### src/hw/sarc_pkg.sv
// Package for the servo reply coder: codes, kinds and carriers
`default_nettype none
package sarc_pkg;
  // Acknowledgement codes, numeric part after the E prefix
  localparam logic [6:0] ACK_OK = 7'h43;
  localparam logic [6:0] ACK_ST_WFD = 7'h32;
  localparam logic [6:0] ACK_ST_DIS = 7'h33;
  localparam logic [6:0] ACK_ST_INIT = 7'h34;
  localparam logic [6:0] ACK_ST_ERR = 7'h35;
  localparam logic [6:0] ACK_ST_RUN = 7'h36;
  localparam logic [6:0] ACK_INTERNAL = 7'h37;
  localparam logic [6:0] ACK_BAD_SEL = 7'h38;
  localparam logic [6:0] ACK_NO_MOTOR = 7'h39;
  localparam logic [6:0] ACK_UNKNOWN = 7'h3A;
  localparam logic [6:0] ACK_FORMAT = 7'h3B;
  localparam logic [6:0] ACK_SIGN = 7'h3C;
  localparam logic [6:0] ACK_FLAG_IO = 7'h3D;
  localparam logic [6:0] ACK_NO_PROFILE = 7'h3E;
  localparam logic [6:0] ACK_PROF_TYPE = 7'h3F;
  localparam logic [6:0] ACK_RANGE = 7'h40;
  localparam logic [6:0] ACK_TOO_LONG = 7'h41;
  localparam logic [6:0] ACK_NOT_SERIAL = 7'h42;
  // Okay and E67 share 67; is_error tells them apart
  localparam logic [6:0] ACK_SLAVE = 7'h43;
  localparam logic [6:0] ACK_MTYPE = 7'h44;

  // State letters of the state report
  localparam logic [7:0] ST_CHR_WFD = 8'h57;
  localparam logic [7:0] ST_CHR_DIS = 8'h44;
  localparam logic [7:0] ST_CHR_RUN = 8'h52;
  localparam logic [7:0] ST_CHR_INIT = 8'h49;
  localparam logic [7:0] ST_CHR_SYS = 8'h45;
  localparam logic [7:0] ST_CHR_MOT_A = 8'h41;

  // System fault codes
  localparam logic [3:0] SYS_PWR_LOW = 4'h2;
  localparam logic [3:0] SYS_PWR_HIGH = 4'h3;
  localparam logic [3:0] SYS_SIG_LOW = 4'h4;
  localparam logic [3:0] SYS_SIG_HIGH = 4'h5;
  localparam logic [3:0] SYS_HOT = 4'h6;

  // Motor fault codes
  localparam logic [3:0] MOT_OVERLOAD = 4'h1;
  localparam logic [3:0] MOT_HOT = 4'h2;
  localparam logic [3:0] MOT_FOLLOW = 4'h3;
  localparam logic [3:0] MOT_SLIDER = 4'h4;
  localparam logic [3:0] MOT_INIT = 4'h6;
  localparam logic [3:0] MOT_TYPE = 4'h7;
  localparam logic [3:0] MOT_PROFILE = 4'h8;

  // Position increments, in pm, eighth steps and uA
  localparam logic [31:0] INC_LINEAR_PM = 32'h012A05F2;
  localparam logic [31:0] INC_STEPPER = 32'h00000001;
  localparam logic [31:0] INC_SOLENOID_UA = 32'h00005B8E;

  // Controller and motor address limits in point-to-point mode
  localparam logic [2:0] P2P_CTRL_ID = 3'h1;
  localparam logic [4:0] P2P_MOTOR_MAX = 5'h03;

  // Reset value of the acknowledgement output
  localparam logic [6:0] ACK_RESET = 7'h00;

  typedef enum logic [2:0] {
    SARC_ST_WFD = 3'b000,
    SARC_ST_DIS = 3'b001,
    SARC_ST_INIT = 3'b011,
    SARC_ST_RUN = 3'b010,
    SARC_ST_ERR = 3'b110
  } sarc_state_t;

  typedef enum logic [1:0] {
    SARC_MT_NONE = 2'b00,
    SARC_MT_LINEAR = 2'b01,
    SARC_MT_STEPPER = 2'b10,
    SARC_MT_SOLENOID = 2'b11
  } sarc_mtype_t;

  typedef enum logic [1:0] {
    SARC_RM_SERIAL = 2'b00,
    SARC_RM_OTHER = 2'b01,
    SARC_RM_IO = 2'b10,
    SARC_RM_ANALOG = 2'b11
  } sarc_runmode_t;

  // Decoded command as it leaves the parser
  typedef struct packed {
    logic [4:0] allowed_states;
    logic has_motor;
    logic [2:0] ctrl_id;
    logic [4:0] motor_sel;
    logic sets_io_flag;
    logic selects_profile;
    logic [7:0] profile_num;
    logic starts_profile;
    logic needs_serial;
    logic slave_forbidden;
    logic [3:0] mtype_mask;
    logic is_pos_query;
    logic fmt_err;
    logic sign_err;
    logic range_err;
    logic long_err;
    logic internal_err;
    logic unknown_err;
  } sarc_cmd_t;

  // Per-motor configuration
  typedef struct packed {
    logic present;
    sarc_mtype_t mtype;
    sarc_runmode_t run_mode;
    logic is_slave;
  } sarc_motor_cfg_t;

  // Per-motor profile table entry lookup result
  typedef struct packed {
    logic stored;
    sarc_mtype_t built_for;
  } sarc_prof_t;

  // Reply leaving the coder
  typedef struct packed {
    logic [6:0] ack;
    logic is_error;
    logic [31:0] increment;
  } sarc_reply_t;
endpackage
`default_nettype wire

### src/hw/sarc_reply_coder.sv
// Reply coder: acknowledgement selection and state report
// Functional notes
// Reject state-forbidden commands with that state's code
// Point-to-point allows controller 1, motors A-D only
// Absent or no-drive motor gives its code
// IO-owned flags reject serial set attempts
// Unknown motion profile gives its code
// Profile for other motor type refused
// Non-serial run mode gives its code
// Slave motor rejects forbidden commands
// Command wrong for motor type refused
// Four normal states, each own code
// System error reports its fault code
// Motor error names motor and fault
// System fault codes two through six
// Motor fault codes one through four
// Motor fault codes six, seven, eight
// Position query returns per-type increment
// Host should query increment, not assume
// Letters W, D, R for states
// Syntax errors each get distinct code
// Exactly one acknowledgement per command
// Internal and unknown errors have own codes
`default_nettype none
module sarc_reply_coder
  import sarc_pkg::*;
#(
  parameter int NUM_MOTORS = 4
)
(
  input wire logic clock,
  input wire logic srst,
  input wire logic cmd_valid,
  input wire sarc_cmd_t cmd,
  input wire sarc_state_t ctrl_state,
  input wire logic p2p_mode,
  input wire logic io_flags_owned,
  input wire sarc_motor_cfg_t [NUM_MOTORS-1:0] motor_cfg,
  input wire sarc_prof_t prof_info,
  input wire logic err_is_motor,
  input wire logic [1:0] err_motor,
  input wire logic [2:0] sys_err_sel,
  input wire logic [2:0] mot_err_sel,
  output logic reply_valid,
  output sarc_reply_t reply,
  output logic [7:0] state_char,
  output logic [3:0] fault_code,
  output logic fault_valid
);

  ////////////////////////////////////////////////////////////////////////
  // Fault code mapping

  function automatic logic [3:0] sys_code(input logic [2:0] sel);
    logic [3:0] c;
    c = 4'h0;
    unique case (sel)
      3'h0: c = SYS_PWR_LOW;
      3'h1: c = SYS_PWR_HIGH;
      3'h2: c = SYS_SIG_LOW;
      3'h3: c = SYS_SIG_HIGH;
      3'h4: c = SYS_HOT;
      default: c = 4'h0;
    endcase
    return c;
  endfunction

  function automatic logic [3:0] mot_code(input logic [2:0] sel);
    logic [3:0] c;
    c = 4'h0;
    unique case (sel)
      3'h0: c = MOT_OVERLOAD;
      3'h1: c = MOT_HOT;
      3'h2: c = MOT_FOLLOW;
      3'h3: c = MOT_SLIDER;
      3'h4: c = MOT_INIT;
      3'h5: c = MOT_TYPE;
      3'h6: c = MOT_PROFILE;
      default: c = 4'h0;
    endcase
    return c;
  endfunction

  function automatic logic [6:0] state_ack(input sarc_state_t s);
    logic [6:0] a;
    a = ACK_UNKNOWN;
    unique case (s)
      SARC_ST_WFD: a = ACK_ST_WFD;
      SARC_ST_DIS: a = ACK_ST_DIS;
      SARC_ST_INIT: a = ACK_ST_INIT;
      SARC_ST_ERR: a = ACK_ST_ERR;
      SARC_ST_RUN: a = ACK_ST_RUN;
      default: a = ACK_UNKNOWN;
    endcase
    return a;
  endfunction

  function automatic logic [2:0] state_idx(input sarc_state_t s);
    logic [2:0] i;
    i = 3'h0;
    unique case (s)
      SARC_ST_WFD: i = 3'h0;
      SARC_ST_DIS: i = 3'h1;
      SARC_ST_INIT: i = 3'h2;
      SARC_ST_ERR: i = 3'h3;
      SARC_ST_RUN: i = 3'h4;
      default: i = 3'h0;
    endcase
    return i;
  endfunction

  ////////////////////////////////////////////////////////////////////////
  // Motor lookup

  sarc_motor_cfg_t mcfg;
  logic motor_in_range;
  logic [1:0] mtype_bit;
  logic [NUM_MOTORS-1:0] motor_hit;

  // One match line per motor
  for (genvar g = 0; g < NUM_MOTORS; g++)
  begin
    assign motor_hit[g] = ({27'h0, cmd.motor_sel} == 32'(g));
  end

  always_comb
  begin
    mcfg = '0;
    motor_in_range = ({27'h0, cmd.motor_sel} < 32'(NUM_MOTORS));
    for (int i = 0; i < NUM_MOTORS; i++)
    begin
      if (motor_hit[i])
      begin
        mcfg = motor_cfg[i];
      end
    end
    mtype_bit = mcfg.mtype;
  end

  ////////////////////////////////////////////////////////////////////////
  // Individual checks

  logic bad_sel;
  logic no_motor;
  logic state_bad;
  logic flag_bad;
  logic mode_bad;
  logic slave_bad;
  logic type_bad;
  logic prof_missing;
  logic prof_wrong;

  always_comb
  begin
    bad_sel = p2p_mode &&
      ((cmd.ctrl_id != P2P_CTRL_ID) || (cmd.has_motor && (cmd.motor_sel > P2P_MOTOR_MAX)));
    no_motor = cmd.has_motor && (!motor_in_range || !mcfg.present || (mcfg.mtype == SARC_MT_NONE));
    state_bad = !cmd.allowed_states[state_idx(ctrl_state)];
    flag_bad = cmd.sets_io_flag && io_flags_owned;
    mode_bad = cmd.has_motor && cmd.needs_serial && (mcfg.run_mode != SARC_RM_SERIAL);
    slave_bad = cmd.has_motor && cmd.slave_forbidden && mcfg.is_slave;
    type_bad = cmd.has_motor && !cmd.mtype_mask[mtype_bit];
    prof_missing = cmd.selects_profile && !prof_info.stored;
    prof_wrong = cmd.starts_profile && (prof_info.built_for != mcfg.mtype);
  end

  ////////////////////////////////////////////////////////////////////////
  // Position increment of the selected motor

  logic [31:0] inc_sel;

  always_comb
  begin
    inc_sel = 32'h0;
    unique case (mcfg.mtype)
      SARC_MT_NONE: inc_sel = 32'h0;
      SARC_MT_LINEAR: inc_sel = INC_LINEAR_PM;
      SARC_MT_STEPPER: inc_sel = INC_STEPPER;
      SARC_MT_SOLENOID: inc_sel = INC_SOLENOID_UA;
    endcase
  end

  ////////////////////////////////////////////////////////////////////////
  // Check chain, first failure wins

  logic [6:0] ack_d;
  logic err_d;
  logic [31:0] inc_d;

  always_comb
  begin
    ack_d = ACK_OK;
    err_d = 1'b1;
    inc_d = 32'h0;
    if (cmd.internal_err)
      ack_d = ACK_INTERNAL;
    else if (cmd.unknown_err)
      ack_d = ACK_UNKNOWN;
    else if (cmd.fmt_err)
      ack_d = ACK_FORMAT;
    else if (cmd.long_err)
      ack_d = ACK_TOO_LONG;
    else if (cmd.sign_err)
      ack_d = ACK_SIGN;
    else if (cmd.range_err)
      ack_d = ACK_RANGE;
    else if (bad_sel)
      ack_d = ACK_BAD_SEL;
    else if (no_motor)
      ack_d = ACK_NO_MOTOR;
    else if (state_bad)
      ack_d = state_ack(ctrl_state);
    else if (flag_bad)
      ack_d = ACK_FLAG_IO;
    else if (mode_bad)
      ack_d = ACK_NOT_SERIAL;
    else if (slave_bad)
      ack_d = ACK_SLAVE;
    else if (type_bad)
      ack_d = ACK_MTYPE;
    else if (prof_missing)
      ack_d = ACK_NO_PROFILE;
    else if (prof_wrong)
      ack_d = ACK_PROF_TYPE;
    else
    begin
      err_d = 1'b0;
      if (cmd.is_pos_query)
        inc_d = inc_sel;
    end
  end

  ////////////////////////////////////////////////////////////////////////
  // Reply registers, one reply per command

  logic [6:0] ack_q;
  logic err_q;
  logic [31:0] inc_q;

  always_ff @(posedge clock)
  begin
    if (srst)
      reply_valid <= 1'b0;
    else
      reply_valid <= cmd_valid;
  end

  always_ff @(posedge clock)
  begin
    if (srst)
      ack_q <= ACK_RESET;
    else if (cmd_valid)
      ack_q <= ack_d;
  end

  always_ff @(posedge clock)
  begin
    if (srst)
      err_q <= 1'b0;
    else if (cmd_valid)
      err_q <= err_d;
  end

  always_ff @(posedge clock)
  begin
    if (srst)
      inc_q <= 32'h0;
    else if (cmd_valid)
      inc_q <= inc_d;
  end

  assign reply = '{
    ack: ack_q,
    is_error: err_q,
    increment: inc_q
  };

  ////////////////////////////////////////////////////////////////////////
  // Fault codes for the report

  logic [3:0] sys_fault_code;
  logic [3:0] mot_fault_code;

  assign sys_fault_code = sys_code(sys_err_sel);
  assign mot_fault_code = mot_code(mot_err_sel);

  ////////////////////////////////////////////////////////////////////////
  // State report

  sarc_state_report u_report (
    .clock(clock),
    .srst(srst),
    .ctrl_state(ctrl_state),
    .err_is_motor(err_is_motor),
    .err_motor(err_motor),
    .sys_fault(sys_fault_code),
    .mot_fault(mot_fault_code),
    .state_char(state_char),
    .fault_code(fault_code),
    .fault_valid(fault_valid)
  );

endmodule
`default_nettype wire

### src/hw/sarc_state_report.sv
// State report encoder of the servo reply coder
`default_nettype none
module sarc_state_report
  import sarc_pkg::*;
(
  input wire logic clock,
  input wire logic srst,
  input wire sarc_state_t ctrl_state,
  input wire logic err_is_motor,
  input wire logic [1:0] err_motor,
  input wire logic [3:0] sys_fault,
  input wire logic [3:0] mot_fault,
  output logic [7:0] state_char,
  output logic [3:0] fault_code,
  output logic fault_valid
);

  logic [7:0] char_d;
  logic [3:0] code_d;
  logic valid_d;

  always_comb
  begin
    char_d = ST_CHR_WFD;
    code_d = 4'h0;
    valid_d = 1'b0;
    unique case (ctrl_state)
      SARC_ST_WFD: char_d = ST_CHR_WFD;
      SARC_ST_DIS: char_d = ST_CHR_DIS;
      SARC_ST_RUN: char_d = ST_CHR_RUN;
      SARC_ST_INIT: char_d = ST_CHR_INIT;
      SARC_ST_ERR:
      begin
        valid_d = 1'b1;
        if (err_is_motor)
        begin
          char_d = ST_CHR_MOT_A + {6'h00, err_motor};
          code_d = mot_fault;
        end
        else
        begin
          char_d = ST_CHR_SYS;
          code_d = sys_fault;
        end
      end
      default: char_d = ST_CHR_WFD;
    endcase
  end

  always_ff @(posedge clock)
  begin
    if (srst)
    begin
      state_char <= ST_CHR_WFD;
      fault_code <= 4'h0;
      fault_valid <= 1'b0;
    end
    else
    begin
      state_char <= char_d;
      fault_code <= code_d;
      fault_valid <= valid_d;
    end
  end

endmodule
`default_nettype wire

### config.mk
export PLATFORM = sky130hd
export DESIGN_NAME = sarc_reply_coder
export DESIGN_NICKNAME = d
export VERILOG_FILES = /design/src/hw/sarc_pkg.sv /design/src/hw/sarc_reply_coder.sv /design/src/hw/sarc_state_report.sv
export SDC_FILE = /design/constraint.sdc
export NUM_CORES = 1
export LEC_CHECK = 0
export BUFFER_PORTS_ARGS = -buffer_cell sky130_fd_sc_hd__buf_2
export CAP_MARGIN = 20
export CORE_MARGIN = 2
export CORE_UTILIZATION = 37
export DETAILED_ROUTE_END_ITERATION = 12
export GPL_ROUTABILITY_DRIVEN = 0
export PLACE_DENSITY = 0.74
export SETUP_SLACK_MARGIN = 0.05
export SYNTH_ARGS = -nofsm -noshare
export SYNTH_HDL_FRONTEND = slang
export SYNTH_SLANG_ARGS = --single-unit
### constraint.sdc
create_clock -name clock -period 2.2 [get_ports clock]
set_input_delay 0.44 -clock clock [delete_from_list [all_inputs] [get_ports clock]]
set_output_delay 0.44 -clock clock [all_outputs]
set_load 0.02 [all_outputs]
== Word-level counts from Yosys, hierarchy flattened ==
Cells that the tools add are included.

* Equal/unequal tests: 22
* Muxes and demuxes: 63
* Bitwise gates (word level): 1
* $lt $le $gt $ge: 4
* Add/sub/neg operators: 1
* Reduce and logical (&&, ||, !) cells: 25

{| class="wikitable"
|+ Operators by type and width
! kind !! count
|-
| 32-bit two-way mux || 16
|-
| 32-bit one-hot mux with 4 select lines || 1
|-
| 7-bit two-way mux || 15
|-
| 8-bit one-hot mux with 4 select lines || 1
|-
| 4-bit one-hot mux with 7 select lines || 1
|-
| 6-bit two-way mux || 4
|-
| 4-bit one-hot mux with 5 select lines || 1
|-
| 3-bit by 2-bit == test with 1-bit output, second input constant || 6
|-
| 1-bit two-way mux || 18
|-
| 3-bit == test, second input constant || 5
|-
| 3-bit one-hot mux with 5 select lines || 1
|-
| 3-bit one-hot mux with 4 select lines || 1
|-
| 1-bit logical AND || 11
|-
| 5-bit by 2-bit == test with 1-bit output, second input constant || 2
|-
| 3-bit by 1-bit == test with 1-bit output, second input constant || 3
|-
| 3-bit logical NOT || 3
|-
| 7-bit by 2-bit adder with 8-bit output, first input constant || 1
|-
| 8-bit two-way mux || 1
|-
| 5-bit by 1-bit == test with 1-bit output, second input constant || 1
|-
| 5-bit by 2-bit > comparator with 1-bit output, second input constant || 1
|-
| 5-bit logical NOT || 1
|-
| 5-bit by 3-bit < comparator with 1-bit output, second input constant || 1
|-
| 2-bit == test, second input constant || 2
|-
| 1-bit logical NOT || 4
|-
| other kinds (13) || 15
|}

* Word-level logic and storage cells: 123
* Bits of input ports: 82
* Bits in registers: 54
* Output and inout bits: 54

== Longest topological paths before layout ==
* Depth after elaboration: 23
* Gate-level depth with buffers: 7
* Gate-level depth less buffers: 6

== By module ==
From an unflattened synthesis, not the netlist that was laid out.

* Cells, all modules: 234
* Area, all modules: 1881.8 um2

{| class="wikitable"
|+ Modules (own cells, without submodules)
! module !! cells each !! seq. area each (um2) !! area each (um2) !! times used
|-
| sarc_reply_coder || 195 || 240.2 || 1468.9 || 1
|-
| sarc_state_report || 39 || 200.2 || 412.9 || 1
|}

== Worst setup path after synthesis ==
Ideal clock, no wire load.

* Path type: input to register
* Start: input port cmd[24] in the netlist's numbering
* End: register ack_q[5]
* Setup slack: -0.101 ns
* Stages on the path: 7
* Buffers on the path: 1
* Library setup time: 0.120 ns
* Arrival: 2.181 ns
* Data required time: 2.080 ns
* Cell sequence: buf_6 mux4_2 nor4b_4 a21oi_2 a32oi_2 and4b_1 o31a_1

* Cells in the longest elaborated chain, start to end: 22
* Elaborated cells between the ends (all ways): 43
* Classes of those cells: 2 x order compare; 4 x eq/ne; 21 x mux; 16 x reduce/logical

{| class="wikitable"
|+ RTL lines
! element !! line !! text
|-
| from (decl) || sarc_reply_coder.sv:34 || <nowiki>input wire sarc_cmd_t cmd,</nowiki>
|-
| 5-bit logical NOT || sarc_reply_coder.sv:123 || <nowiki>assign motor_hit[g] = ({27'h0, cmd.motor_sel} == 32'(g));</nowiki>
|-
| 6-bit two-way mux (4 in series) || sarc_reply_coder.sv:132 || <nowiki>if (motor_hit[i])</nowiki>
|-
| 2-bit != test or 1-bit binary-select mux with 2-bit select (tied branches) || sarc_reply_coder.sv:164, sarc_reply_coder.sv:162 ||
|-
| 1-bit logical AND or 1-bit two-way mux (tied branches) || sarc_reply_coder.sv:164, sarc_reply_coder.sv:162 ||
|-
| 7-bit two-way mux or 1-bit logical NOT (tied branches) || sarc_reply_coder.sv:223, sarc_reply_coder.sv:162 ||
|-
| 7-bit two-way mux or 1-bit logical AND (tied branches) || sarc_reply_coder.sv:221, sarc_reply_coder.sv:162 ||
|-
| 7-bit two-way mux || sarc_reply_coder.sv:219 || <nowiki>else if (type_bad)</nowiki>
|-
| 7-bit two-way mux || sarc_reply_coder.sv:217 || <nowiki>else if (slave_bad)</nowiki>
|-
| [3 not listed] || -- ||
|-
| 7-bit two-way mux || sarc_reply_coder.sv:209 || <nowiki>else if (no_motor)</nowiki>
|-
| 7-bit two-way mux * || sarc_reply_coder.sv:207 || <nowiki>else if (bad_sel)</nowiki>
|-
| 7-bit two-way mux * || sarc_reply_coder.sv:205 || <nowiki>else if (cmd.range_err)</nowiki>
|-
| 7-bit two-way mux * || sarc_reply_coder.sv:203 || <nowiki>else if (cmd.sign_err)</nowiki>
|-
| 7-bit two-way mux * || sarc_reply_coder.sv:201 || <nowiki>else if (cmd.long_err)</nowiki>
|-
| 7-bit two-way mux * || sarc_reply_coder.sv:199 || <nowiki>else if (cmd.fmt_err)</nowiki>
|-
| 7-bit two-way mux * || sarc_reply_coder.sv:197 || <nowiki>else if (cmd.unknown_err)</nowiki>
|-
| 7-bit two-way mux * || sarc_reply_coder.sv:195 || <nowiki>if (cmd.internal_err)</nowiki>
|-
| to (signal assigned) || sarc_reply_coder.sv:253 || <nowiki>ack_q <= ack_d;</nowiki>
|-
| to (decl) || sarc_reply_coder.sv:236 || <nowiki>logic [6:0] ack_q;</nowiki>
|}

Mark *: on every way between the ends. The rest lies on a longest branch, timed or not. The select of a mux whose other input is x is not followed.
A chain may end at the register's enable or synchronous reset.

== Worst setup path after layout ==
* Start: input port cmd[24] in the netlist's numbering
* End: register ack_q[0]

* Cells in the longest elaborated chain, start to end: 22
* Elaborated cells between the ends (all ways): 39
* Classes of those cells: 2 x order compare; 3 x eq/ne; 19 x mux; 15 x reduce/logical

{| class="wikitable"
|+ RTL lines
! element !! line !! text
|-
| 5-bit logical NOT || sarc_reply_coder.sv:123 ||
|-
| 6-bit two-way mux (4 in series) || sarc_reply_coder.sv:132 ||
|-
| 1-bit binary-select mux with 2-bit select || sarc_reply_coder.sv:162 || <nowiki>type_bad = cmd.has_motor && !cmd.mtype_mask[mtype_bit];</nowiki>
|-
| 1-bit two-way mux (implied by the code) || sarc_reply_coder.sv:162 ||
|-
| 1-bit logical NOT || sarc_reply_coder.sv:162 ||
|-
| 1-bit logical AND || sarc_reply_coder.sv:162 ||
|-
| 7-bit two-way mux || sarc_reply_coder.sv:219 ||
|-
| 7-bit two-way mux || sarc_reply_coder.sv:217 ||
|-
| [3 not listed] || -- ||
|-
| 7-bit two-way mux || sarc_reply_coder.sv:209 ||
|-
| 7-bit two-way mux * || sarc_reply_coder.sv:207 ||
|-
| 7-bit two-way mux * || sarc_reply_coder.sv:205 ||
|-
| 7-bit two-way mux * || sarc_reply_coder.sv:203 ||
|-
| 7-bit two-way mux * || sarc_reply_coder.sv:201 ||
|-
| 7-bit two-way mux * || sarc_reply_coder.sv:199 ||
|-
| 7-bit two-way mux * || sarc_reply_coder.sv:197 ||
|-
| 7-bit two-way mux * || sarc_reply_coder.sv:195 ||
|}

Marked as above.

==> metrics <==
share of cells above drive strength 1=between 40 and 50%; total gr overflow=0; DR iter-0 viols=slightly above 80; placed instance count=401; critical path capture point type=register; Die Width=between 70 and 80 µm; Initial Util=about 39%; row cnt=25; peak supply drop=0.179 mV; Setup Buffers After CTS=0; Worst setup SP type=input pin; via/cell ratio=about 4.9; Root Driver=clkbuf_8; Non-Filler Instances=slightly above 400; die area=about 5500 µm²; HP Class=in2reg; H-tree levels=1; IO buf count=110; clk sinks=22; Clock Tree Buf Depth=2; final wirelength=4750 µm; first-pass GRT wire length=around 7000 µm; sequential share of the synthesized area=between 20% and 30%; # IOs=~140; Leak=~1.2 nW; number of warning messages in the yosys log=0; Die Span Y=74.2 µm; Critical Path RT=2.38 ns; slowest library cell on the worst path=or4b_2; CP cell instances=buf_6, buf_4, or4b_2, o2111ai_1, or3b_2, o2111a_1, o22ai_1; Cell Area, Synth=1820 µm²; Cell Pwr Density=429 nW/µm²; most frequent cells in the layout=buf_2 (109), nor2_1 (26), nand2_1 (25), dfxtp_1 (22), conb_1 (17); fin crit share=94.8%; status=finished, final reports clean; pin count of the biggest net entering global routing=13; critical path's largest stage delay=0.65 ns; min cycle time layout=2.09 ns; GRT Total Usage=between 10% and 20%; cell area after layout=2440 µm²; ys flop type=dfxtp_1; synth top area cells=dfxtp_1 (24%), buf_4 (14%), nor2_1 (5.3%); synthesis-to-layout area growth=33.7%; number of synthesized flops with an enable pin=0; wire per inst=11.7 µm; Synth cell types=56; Antenna Cells=0; max-capacitance violation count=0; Worst-Skew Late Latency=0.25 ns; cts bufs inserted=3; post-synthesis cell count=232; RSZ-0062 raised after global routing=false; Final setup viols=0; most common cell after layout, fill and taps aside=buf_2; Critical Path AT=approximately 2.3 ns; Async SR Flop Fraction=0%; Core Footprint=4720 µm²; skew final=0 ns; final-stage net count=422; kind of critical path=in2reg; dominant cell type by area after synthesis=dfxtp_1; Vias=between 1.5k and 2k; post-DP HPWL=slightly above 4000 µm; Final Hold Fails=0; Routed Antenna Nets=0; crit path max fanout=3; top cell type's share of synthesized area=24.1%; drt pass-1 iters=4; register bit total from synthesis=22; post-CTS sizing=0; Worst-path clk slew=0.08 ns; DRC=0; number of global-route vias before repair=approximately 1.6k; maximum clock frequency=0.479 GHz; Final Max Slew Viols=0; hold buffer count at CTS=0; CTS tree=yes; DP Area=2360 µm²; initial antenna violation count=0; syn_area_per_cell=7.86 µm²
power by group:
group | switching [W] | total, W | internal [W]
Sequential | 0.00000640 | 0.000420 | 0.000414
Clock | 0.000120 | 0.000279 | 0.000159
Combinational | 0.000193 | 0.000348 | 0.000156
Total | 0.000319 | 0.00105 | 0.000729
state kept, by name, summed over array words and instances, names as in the netlist:
name                  count
ack_q                     6
err_q                     1
inc_q                     4
reply_valid               1
u_report.fault_code       4
u_report.fault_valid      1
u_report.state_char       5
Yosys cell counts (4+ instances only):
master and n:
nand2_1 25, o21ai_0 8, nand4_1 6, a311oi_1 5
a21oi_1 8, nand2b_1 7, nor3_1 7, nand3_1 5
buf_4 33, clkbuf_1 4, inv_1 10, dfxtp_1 22
nor2_1 26
critical path: cells and delay by family:
kind	cells	cell delay, ns
buf+inv	2	0.23
simple gates	2	1.12
compound gates	3	0.47
through the flow:
stage	setup TNS [ns]	power (W)	hold WS [ns]	worst slack [ns]	util (%)
final	0	0.00105	0.454	0.114	51.7
after detailed placement	-1.72	0.000771	0.469	-0.211	50.0
after global placement	-1.32	0.000764	0.456	-0.182	50.0
after CTS	0	0.00105	0.451	0.0557	51.1
after global routing	0	0.00110	0.473	0.0550	51.7
after floorplan	-0.113	0.000649	0.473	-0.0736	-
kinds of logic (layout without fill, tap and decap cells):
group           Yosys count  count (layout)  synth area share (%)
other cells               2              17                 0.412
compound gates           52              52                  21.7
buf+inv                  48             139                  17.1
simple gates             99              99                  28.5
fa+ha+maj                 1               1                 0.686
flops                    22              22                  24.1
mux                       6               6                  6.52
xor+xnor                  2               2                 0.960
path summary, 6_finish.rpt:
check	start	end	slack, ns	depth (start not counted)
worst min register to register	inc_q[0]	inc_q[0]	0.47	2
worst min-delay path	sys_err_sel[0]	u_report.fault_code[0]	0.45	3
worst max register to register	ack_q[0]	ack_q[0]	1.14	3
worst max-delay path	cmd[24]	ack_q[0]	0.11	7
metal layers:
metal | track usage (%) | vias to the layer above | share of wire [%]
met3 | 0.813 | 4 | 7.1
li1 | - | 1008 | -
met1 | 20.3 | 891 | 43
met4 | 5.16 | 0 | 0.93
met5 | 0 | - | 0
met2 | 29.0 | 79 | 49
layout make-up:
class | count | area, µm²
sequential | 22 | 440
multi-input combinational | 177 | 1150
fill | 454 | 2280
timing repair buffer | 125 | 669
clock buffer | 4 | 55.1
inverter | 10 | 37.5
tap | 67 | 83.8
Power figures use the tool's default switching activity.
